$ cat config.mk
export PLATFORM = sky130hd
export DESIGN_NAME = ledtrm_top
export DESIGN_NICKNAME = d
export VERILOG_FILES = /design/src/ledtrm_top.v /design/src/ledtrm_sync.v
export VERILOG_INCLUDE_DIRS = /design/src /design/src/src
export SDC_FILE = /design/constraint.sdc
export NUM_CORES = 1
export LEC_CHECK = 0
export ABC_AREA = 1
export BUFFER_PORTS_ARGS = -buffer_cell sky130_fd_sc_hd__buf_2
export CORE_MARGIN = 5
export CORE_UTILIZATION = 27
export DETAILED_ROUTE_END_ITERATION = 8
export GPL_TIMING_DRIVEN = 0
export PLACE_DENSITY = 0.38
export SYNTH_ARGS = -nofsm -noshare
export SYNTH_HDL_FRONTEND = slang
export SYNTH_SLANG_ARGS = --single-unit
$ cat constraint.sdc
create_clock -name clk_sys -period 3.35 [get_ports clk_sys]
set_clock_uncertainty 0.1 [all_clocks]
set_input_delay 0.1675 -clock clk_sys [delete_from_list [all_inputs] [get_ports clk_sys]]
set_output_delay 0.1675 -clock clk_sys [all_outputs]
set_load 0.005 [all_outputs]
$ cat src/ledtrm_regs.vh
// Constants of the LED current trim register bank and its serial slave port
// Function
// RULE1 - The switching-string trim register sits at 0x01, code in bits 5:0, reset 0x1f.
// RULE2 - The switching-string current change is (31 - code) steps of 0.625 percent.
// RULE3 - The linear-string trim register sits at 0x02, code in bits 3:0, reset 0x07.
// RULE4 - The linear-string current change is (7 - code) steps of 3.125 percent.
// RULE5 - At power-up both trim registers are loaded from the OTP ROM contents.
// RULE6 - Trial codes may be written and are made permanent by the ROM write cycle.
// RULE7 - The ROM control and status register sits at 0xff, reset 0x08, flag bit 4, burn 2, reload 0.
// RULE8 - The host writes zeros into bits 7 to 5 of the ROM control register.
// RULE9 - The programmed flag reads 1 once the OTP ROM has been burned.
// RULE10 - The programmed flag changes only at a ROM read cycle, run at power-up or on reload.
// RULE11 - The port answers slave address 0x28; register index byte then data byte.
// RULE12 - A written value takes effect at the SCL rising edge of the final device acknowledge.
// RULE13 - The host holds the burn bit at 1 for at least 25 ms before clearing it.
// RULE14 - Writing 1 to the reload bit reloads both trims from ROM, and the bit reads as 0.
// RULE15 - A read is an index-only write followed by a read transfer returning the stored byte.
`ifndef LEDTRM_REGS_VH
`define LEDTRM_REGS_VH

// ----------------------------------------
// Bus address and register offsets
// ----------------------------------------
`define LEDTRM_SLAVE_ADDR 7'h28
`define LEDTRM_ADDR_SW 8'h01
`define LEDTRM_ADDR_LIN 8'h02
`define LEDTRM_ADDR_ROM 8'hff

// ----------------------------------------
// Reset values and fields
// ----------------------------------------
`define LEDTRM_RST_SW 8'h1f
`define LEDTRM_RST_LIN 8'h07
`define LEDTRM_RST_ROM 8'h08
`define LEDTRM_BIT_BURNED 4
`define LEDTRM_BIT_BURN 2
`define LEDTRM_BIT_RELOAD 0
`define LEDTRM_SW_NOMINAL 7'h1f
`define LEDTRM_LIN_NOMINAL 5'h07

// ----------------------------------------
// Timing
// ----------------------------------------
`define LEDTRM_CLK_MHZ 125
`define LEDTRM_BURN_MIN_MS 25
`define LEDTRM_ROM_READ_US 50
// Cycle counts at 125 MHz, sized to the 22-bit counters: 25 ms burn hold, 50 us ROM read
`define LEDTRM_BURN_CYCLES 22'd3125000
`define LEDTRM_READ_CYCLES 22'd6250

`endif

$ cat src/ledtrm_top.v
// Trim register bank with two-wire serial slave port and OTP ROM model
`timescale 1ns/10ps
`include "ledtrm_regs.vh"
module ledtrm_top #(
	parameter [21:0] BURN_CYCLES = `LEDTRM_BURN_CYCLES,
	parameter [21:0] READ_CYCLES = `LEDTRM_READ_CYCLES
) (
	input wire clk_sys,
	input wire nrst,
	input wire sclIn,
	input wire sdaIn,
	output reg sdaOut,
	output reg sdaOe,
	output reg [5:0] switchTrimCode,
	output reg [3:0] linearTrimCode,
	output reg [6:0] switchChangeSteps,
	output reg [4:0] linearChangeSteps,
	output reg burnSupplyHigh,
	output reg romReadActive,
	output reg romProgrammed
);
	// ----------------------------------------
	// Serial engine states
	// ----------------------------------------
	localparam [3:0] ST_IDLE = 4'h0;
	localparam [3:0] ST_ADDR = 4'h1;
	localparam [3:0] ST_AACK = 4'h2;
	localparam [3:0] ST_ADRV = 4'h3;
	localparam [3:0] ST_WREG = 4'h4;
	localparam [3:0] ST_RACK = 4'h5;
	localparam [3:0] ST_RDRV = 4'h6;
	localparam [3:0] ST_WDATA = 4'h7;
	localparam [3:0] ST_DACK = 4'h8;
	localparam [3:0] ST_DDRV = 4'h9;
	localparam [3:0] ST_RDATA = 4'ha;
	localparam [3:0] ST_RMACK = 4'hb;

	wire sclS;
	wire sdaS;
	reg sclD;
	reg sdaD;
	reg [3:0] state;
	reg [2:0] bitCnt;
	reg [7:0] shiftReg;
	reg [7:0] rdShift;
	reg [7:0] regIndex;
	reg masterAck;
	reg wrStrobe;
	reg [7:0] wrData;
	reg [7:0] swReg;
	reg [7:0] linReg;
	reg [7:0] romCtl;
	reg [5:0] fuseSw;
	reg [3:0] fuseLin;
	reg fuseBurned;
	reg [21:0] burnCnt;
	reg [21:0] readCnt;
	reg [7:0] readValue;

	wire sclRise;
	wire sclFall;
	wire startCond;
	wire stopCond;
	wire wrRom;
	wire burnDone;

	// ----------------------------------------
	// Pin synchronisers and bus conditions
	// ----------------------------------------
	ledtrm_sync #(
		.RST_LEVEL(1'b1)
	) syncScl (
		.clk_sys(clk_sys),
		.nrst(nrst),
		.asyncIn(sclIn),
		.syncOut(sclS)
	);

	ledtrm_sync #(
		.RST_LEVEL(1'b1)
	) syncSda (
		.clk_sys(clk_sys),
		.nrst(nrst),
		.asyncIn(sdaIn),
		.syncOut(sdaS)
	);

	always @(posedge clk_sys) begin
		if (!nrst) begin
			sclD <= 1'b1;
			sdaD <= 1'b1;
		end else begin
			sclD <= sclS;
			sdaD <= sdaS;
		end
	end

	assign sclRise = sclS & ~sclD;
	assign sclFall = ~sclS & sclD;
	// SDA moving while SCL is high aborts whatever transfer was running
	assign startCond = sclS & sclD & sdaD & ~sdaS;
	assign stopCond = sclS & sclD & ~sdaD & sdaS;

	// ----------------------------------------
	// Read data selection
	// ----------------------------------------
	always @* begin
		readValue = 8'h00;
		case (regIndex)
			`LEDTRM_ADDR_SW: begin
				readValue = swReg; // RULE15
			end
			`LEDTRM_ADDR_LIN: begin
				readValue = linReg; // RULE15
			end
			`LEDTRM_ADDR_ROM: begin
				readValue = romCtl;
				readValue[`LEDTRM_BIT_BURNED] = romProgrammed; // RULE9
				readValue[`LEDTRM_BIT_RELOAD] = 1'b0; // RULE14
			end
			default: begin
				readValue = 8'h00;
			end
		endcase
	end

	// ----------------------------------------
	// Serial slave engine
	// ----------------------------------------
	always @(posedge clk_sys) begin
		if (!nrst) begin
			state <= ST_IDLE;
			bitCnt <= 3'h0;
			shiftReg <= 8'h00;
			rdShift <= 8'h00;
			regIndex <= 8'h00;
			masterAck <= 1'b0;
			wrStrobe <= 1'b0;
			wrData <= 8'h00;
			sdaOut <= 1'b0;
			sdaOe <= 1'b0;
		end else begin
			wrStrobe <= 1'b0;
			sdaOut <= 1'b0;
			if (startCond) begin
				state <= ST_ADDR;
				bitCnt <= 3'h0;
				sdaOe <= 1'b0;
			end else if (stopCond) begin
				state <= ST_IDLE;
				sdaOe <= 1'b0;
			end else begin
				case (state)
					ST_IDLE: begin
						sdaOe <= 1'b0;
					end
					ST_ADDR, ST_WREG, ST_WDATA: begin
						if (sclRise) begin
							shiftReg <= {shiftReg[6:0], sdaS};
							bitCnt <= bitCnt + 3'h1;
							if (bitCnt == 3'h7) begin
								state <= (state == ST_ADDR) ? ST_AACK :
									(state == ST_WREG) ? ST_RACK : ST_DACK;
							end
						end
					end
					ST_AACK: begin
						if (sclFall) begin
							if (shiftReg[7:1] == `LEDTRM_SLAVE_ADDR) begin // RULE11
								sdaOe <= 1'b1;
								masterAck <= shiftReg[0];
								state <= ST_ADRV;
							end else begin
								state <= ST_IDLE;
							end
						end
					end
					ST_ADRV: begin
						if (sclFall) begin
							bitCnt <= 3'h0;
							if (masterAck) begin
								rdShift <= {readValue[6:0], 1'b0}; // RULE15
								sdaOe <= ~readValue[7];
								state <= ST_RDATA;
							end else begin
								sdaOe <= 1'b0;
								state <= ST_WREG;
							end
						end
					end
					ST_RACK, ST_DACK: begin
						if (sclFall) begin
							sdaOe <= 1'b1;
							state <= (state == ST_RACK) ? ST_RDRV : ST_DDRV;
						end
					end
					ST_RDRV: begin
						if (sclFall) begin
							regIndex <= shiftReg; // RULE11
							sdaOe <= 1'b0;
							bitCnt <= 3'h0;
							state <= ST_WDATA;
						end
					end
					ST_DDRV: begin
						if (sclRise) begin
							wrStrobe <= 1'b1; // RULE12
							wrData <= shiftReg;
						end
						// Only one data byte per transfer; further bytes go unanswered
						if (sclFall) begin
							sdaOe <= 1'b0;
							state <= ST_IDLE;
						end
					end
					ST_RDATA: begin
						if (sclFall) begin
							bitCnt <= bitCnt + 3'h1;
							if (bitCnt == 3'h7) begin
								sdaOe <= 1'b0;
								state <= ST_RMACK;
							end else begin
								sdaOe <= ~rdShift[7];
								rdShift <= {rdShift[6:0], 1'b0};
							end
						end
					end
					ST_RMACK: begin
						if (sclRise) begin
							masterAck <= ~sdaS;
						end
						if (sclFall) begin
							if (masterAck) begin
								bitCnt <= 3'h0;
								rdShift <= {readValue[6:0], 1'b0};
								sdaOe <= ~readValue[7];
								state <= ST_RDATA;
							end else begin
								state <= ST_IDLE;
							end
						end
					end
					default: begin
						state <= ST_IDLE;
						sdaOe <= 1'b0;
					end
				endcase
			end
		end
	end

	// ----------------------------------------
	// Register bank, burn and ROM read cycle
	// ----------------------------------------
	assign wrRom = wrStrobe && (regIndex == `LEDTRM_ADDR_ROM);
	// Burn only when the burn bit went back to 0 after the full hold time
	assign burnDone = wrRom && romCtl[`LEDTRM_BIT_BURN] && !wrData[`LEDTRM_BIT_BURN] &&
		(burnCnt >= BURN_CYCLES) && !fuseBurned; // RULE13

	always @(posedge clk_sys) begin
		if (!nrst) begin
			swReg <= `LEDTRM_RST_SW; // RULE1
			linReg <= `LEDTRM_RST_LIN; // RULE3
			romCtl <= `LEDTRM_RST_ROM; // RULE7
			romProgrammed <= 1'b0;
			romReadActive <= 1'b1; // RULE5
			readCnt <= 22'h000000;
			burnCnt <= 22'h000000;
			// Nrst stands for first power: the fuses start blank at nominal codes
			fuseSw <= 6'h1f;
			fuseLin <= 4'h7;
			fuseBurned <= 1'b0;
		end else begin
			if (wrStrobe && regIndex == `LEDTRM_ADDR_SW) begin
				swReg <= wrData; // RULE6
			end
			if (wrStrobe && regIndex == `LEDTRM_ADDR_LIN) begin
				linReg <= wrData; // RULE6
			end
			if (wrRom) begin
				// Flag and reload bits are not stored; reserved bits are kept
				romCtl <= {wrData[7:5], 1'b0, wrData[3:1], 1'b0}; // RULE8
				if (wrData[`LEDTRM_BIT_RELOAD]) begin
					romReadActive <= 1'b1; // RULE14
					readCnt <= 22'h000000;
				end
			end
			if (romCtl[`LEDTRM_BIT_BURN]) begin
				if (burnCnt < BURN_CYCLES) begin
					burnCnt <= burnCnt + 22'h000001;
				end
			end else begin
				burnCnt <= 22'h000000;
			end
			if (burnDone) begin
				fuseSw <= swReg[5:0]; // RULE6
				fuseLin <= linReg[3:0];
				fuseBurned <= 1'b1;
			end
			if (romReadActive && !(wrRom && wrData[`LEDTRM_BIT_RELOAD])) begin
				if (readCnt >= READ_CYCLES - 22'h000001) begin
					// The ROM load wins over a host write landing in the same cycle
					swReg <= {2'b00, fuseSw}; // RULE5
					linReg <= {4'h0, fuseLin}; // RULE5
					romProgrammed <= fuseBurned; // RULE10
					romReadActive <= 1'b0;
				end else begin
					readCnt <= readCnt + 22'h000001;
				end
			end
		end
	end

	// ----------------------------------------
	// Trim outputs
	// ----------------------------------------
	always @(posedge clk_sys) begin
		if (!nrst) begin
			switchTrimCode <= 6'h1f;
			linearTrimCode <= 4'h7;
			switchChangeSteps <= 7'h00;
			linearChangeSteps <= 5'h00;
			burnSupplyHigh <= 1'b0;
		end else begin
			switchTrimCode <= swReg[5:0];
			linearTrimCode <= linReg[3:0];
			switchChangeSteps <= `LEDTRM_SW_NOMINAL - {1'b0, swReg[5:0]}; // RULE2
			linearChangeSteps <= `LEDTRM_LIN_NOMINAL - {1'b0, linReg[3:0]}; // RULE4
			burnSupplyHigh <= romCtl[`LEDTRM_BIT_BURN];
		end
	end
endmodule

$ cat src/ledtrm_sync.v
// Two flip-flop synchroniser for one bus pin
`timescale 1ns/10ps
module ledtrm_sync #(
	parameter RST_LEVEL = 1'b1
) (
	input wire clk_sys,
	input wire nrst,
	input wire asyncIn,
	output reg syncOut
);
	reg stage1;

	// Pins idle high, so reset to the idle level to avoid a false start
	always @(posedge clk_sys) begin
		if (!nrst) begin
			stage1 <= RST_LEVEL;
			syncOut <= RST_LEVEL;
		end else begin
			stage1 <= asyncIn;
			syncOut <= stage1;
		end
	end
endmodule

Word level (Yosys, flattened, before mapping)
Index checks and enable logic that the tools add are counted.

Register bits after elaboration: 150.

$lt $le $gt $ge: 3. Add/sub/neg operators: 5. Equality and inequality tests: 45. Bitwise logic cells: 19. Multiplexer cells: 61. Reduce and logical (&&, ||, !) cells: 35.

Operator list (count): $mux W22 (4); $mux W8 (10); $mux W4 (15); $add A22 B1 Y22 const B (2); $ne A4 B4 Y1 const B (10); $pmux W4 S9 (1); $ne A2 B2 Y1 const B (14); $pmux W8 S3 (1); $ge A22 B13 Y1 const B (1); $ge A22 B22 Y1 const B (1); $lt A22 B22 Y1 const B (1); $reduce_and A11 Y1 (2); $mux W1 (20); $eq A4 B3 Y1 const B (4); $eq A4 B4 Y1 const B (4); $pmux W8 S2 (1); $mux W3 (5); $reduce_and A7 Y1 (2); $not A1 Y1 (12); $pmux W3 S4 (1); $reduce_and A4 Y1 (3); $reduce_or A2 Y1 (5); $logic_and A1 B1 Y1 (9); $reduce_and A9 Y1 (1); 24 further kinds (39).

Depth between registers and ports, before layout
Word-level depth: 8. Gate-level depth with buffers: 14.

By module
From an unflattened synthesis, not the netlist that was laid out.

Cell total of the unflattened synthesis: 983. Area total of the unflattened synthesis: 6840.3 um^2.

Modules (own cells, without submodules): ledtrm_top (cells an instance 971, instances 1, area an instance 6730.2 um^2, seq. area each 2822.7 um^2); ledtrm_sync (cells an instance 6, instances 2, area an instance 55.1 um^2, seq. area each 40.0 um^2).

Worst setup path after synthesis
Ideal clock, no wire load.

Path type: flip-flop to flip-flop. From: register burnCnt[0]. To: register burnCnt[12]. Arrival time: 1.501 ns. Required time: 3.118 ns. Stages on the path, launching flop included: 10. Path slack: 1.617 ns. Period minus slack after synthesis: 1.733 ns. Setup time: 0.132 ns. Path through: dfxtp_1 > ha_1 > nand2_1 > nor2_1 > nand2_1 > nor2_1 > nand2_1 > xor2_1 > nand2_1 > a21oi_1.

Cells in the longest elaborated chain, start to end: 1. Elaborated cells between the ends (all ways): 2. Classes of those cells: add/sub: 1; order compare: 1.

Ends and longest elaborated chain: start: declaration (line ledtrm_top.v:56) `reg [21:0] burnCnt;`; start signal: assignment (line ledtrm_top.v:290) `burnCnt <= burnCnt + 22'h000001;`; $add A22 B1 Y22 / $lt A22 B22 Y1 (equally long branches) (line ledtrm_top.v:290, ledtrm_top.v:289).

Several ways; a longest one is shown, not always the timed one. A chain may end at the register's enable or synchronous reset.

Worst setup path after layout
Ends and elaborated chain as after synthesis.

==> reports/qor.csv <==
metric;value;unit
multi-input logic area;3420;sq um
Vias;6175;
first-pass GRT wire length;32.2;mm
reg2reg start;burnCnt[0];
peak supply drop;0.222;mV
Crit path required time;3.54;ns
Post-Route WL;19.4;mm
R2R Setup Slk;1.23;ns
Cell Rows;58;
Final period util;63.4;%
htree depth;4;
worst hold path type;input port to flop;
Die Area;28800;sq um
die span in y;170;microns
hold path startpoint;nrst;
mean post-synth cell area;6.97;sq um
fin crit period;2.12;ns
critical path fanouts, max;7;
Final Wtd Congestion;0.802;
DRC viols;0;
ys async rst share;0;%
Filler cells;2798;
final net count;1050;
antenna cells;0;
sequential share of the synthesized area;42.1;%
EDFF count, synth;0;
remaining global-route overflow;0;
Routed WL per cell;14.0;microns
I/O pins;31;
number of CTS-inserted buffers;17;
Synthesis Warnings;0;
Post-Syn Area;6900;sq um
Rel. slew slack;48.5;%
TritonCTS clock tree;done;
Cell variety after synth;40;
Post-CTS Setup Repair Bufs;0;
CTS clk-pin slew, worst paths;0.06;ns
GRT Resource Usage Total;13.9;%
Worst-Margin Slew;0.773;ns
WS Path Type;flop to flop;
Tot Pwr;4.07;mW
Layout area overhead;16.5;%
ratio of cells with drive above 1 in the final layout;12.5;%
antenna violations before repair;0;
Pins Over Slew Limit;0;
clock root buffer;clkbuf_16;
vias in the first global route;6119;
Setup violations, final;0;
RSZ-0062 raised after global routing;false;
Synth Register Bits;145;
DP Worst Slack;1.08;ns
clock sink count;145;
pin count of the biggest net entering global routing;17;
PwrDens;506;nW/um^2
Final Hold Fails;0;
arrival time worst endpoint;2.31;ns
Vias/cell;4.47;
syn_nets;1001;
Clk Latency, worst-skew pair;0.42;ns
CTS Buffer Depth;2;
Fin Setup TNS;0;ns
cells after synthesis;990;
Max-cap violations;0;
Core ar.;25200;sq um
critical path startpoint category;flop;
TritonRoute pass-1 iters;6;
Port-buffer cells;28;
Leakage;3.28;nW
FF+latch area;2900;sq um
most common flop cell mapped by yosys;dfxtp_1;
Initial Util;27.4;%
final antenna-violating net count;0;
1st-iter DRT viols;284;
DP HPWL;14.3;mm
final setup margin;1.23;ns
Fmax;471;MHz
Worst setup EP type;flop;
DIE WIDTH;170;microns
status;finished clean;
CP startpoint;burnCnt[0];
## synth_stat cells (4+ instances only)
cell      count  area (sq um)
nor2_4        8          90.1
nor2_1      129           484
or2_2         6          37.5
nand2_1     255           957
nand3_2       5          50.1
nor3_1       14          70.1
buf_2         8          40.0
xor2_1       13           114
inv_1        94           353
ha_1          7          87.6
o21ai_1       4          20.0
clkbuf_1     13          48.8
nand4_1      17           106
dfxtp_1     145          2900
nand3_1      69           345
buf_4        10          75.1
o21ai_0      54           270
nand2_2      10          62.6
inv_2         8          30.0
nor2_2        4          25.0
a21oi_1      85           425
## cell type report
type,count,area share [%]
inverter,103,4.81
tap,330,5.14
buffer,35,2.41
timing repair buffer,30,1.99
clock buffer,17,5.29
multi-input combinational,707,42.5
sequential,145,36.1
clock inverter,15,1.74
## cells in the final DEF (no fill, tap or decap), drive strengths merged, types with 3 or more instances in the layout
cell type  synthesis  layout
nor3              16      16
inv              102     111
or2                6       6
o21ai             58      58
nand3b             3       3
nand3             77      77
a21oi             86      86
clkbuf            13      30
buf               22      50
ha                 7       7
clkinv             1       3
dfxtp            145     145
nor2             142     142
o211ai             3       3
nand2            267     267
xor2              13      13
clkinvlp           0       4
nand4             17      17
## metrics by stage
step                      hold slack [ns]  utilization [%]  std cells  cell area (sq um)
after floorplan                     0.174                -        990               6900
after global placement              0.253             29.6       1348               7450
after detailed placement            0.255             29.6       1348               7450
after CTS                           0.245             31.9       1382               8040
after global routing                0.274             31.9       1382               8040
final                               0.246             31.9       1382               8040
## metal layers
metal	vias to the layer above	wire length, microns	track usage (%)
met5	-	0	0
met4	0	299	4.59
met3	19	509	2.14
met2	74	8410	21.4
met1	2816	10200	19.8
li1	3266	-	-
## repair_timing
item | 4_1_cts | 5_1_grt
setup endpoints to repair | 0 | 0
resized for setup | 0 | 0
hold endpoints to repair | 2 | 0
hold buffers | 2 | 0
## final timing paths
path | cells after the start | endpoint
max | 9 | burnCnt[12]
min | 3 | burnSupplyHigh
max reg2reg | 9 | burnCnt[12]
min reg2reg | 1 | syncScl.syncOut
## cell families (layout without fill, tap and decap cells)
group,count (synthesis),in the layout,synth area share [%]
DFF,145,145,42.1
buffers and inverters,138,200,8.41
xor gates and xnor gates,15,15,1.90
adders and majority gates,7,7,1.27
AOI/OAI and AO/OA,154,154,11.7
and+or+nand+nor,530,530,34.6
other,1,1,0.0544
## report_power, final
group          internal, mW  total [mW]  switching, mW
Sequential             1.77        1.82         0.0479
Clock                 0.984        1.84          0.860
Combinational         0.136       0.411          0.276
## registers in the layout (all words and copies together) (netlist names), 7 cells and up
name	count
linReg	8
shiftReg	8
readCnt	22
burnCnt	22
wrData	8
swReg	8
regIndex	8
rdShift	7
## critical path, stage by stage, from the launching register on
cell,delay (ns)
dfxtp_1,0.44
ha_1,0.27
nand2_1,0.10
nor2_1,0.32
nand2_1,0.22
nor2_1,0.21
nand2_1,0.09
xor2_1,0.14
nand2_1,0.06
a21oi_1,0.05
Power figures use the tool's default switching activity.
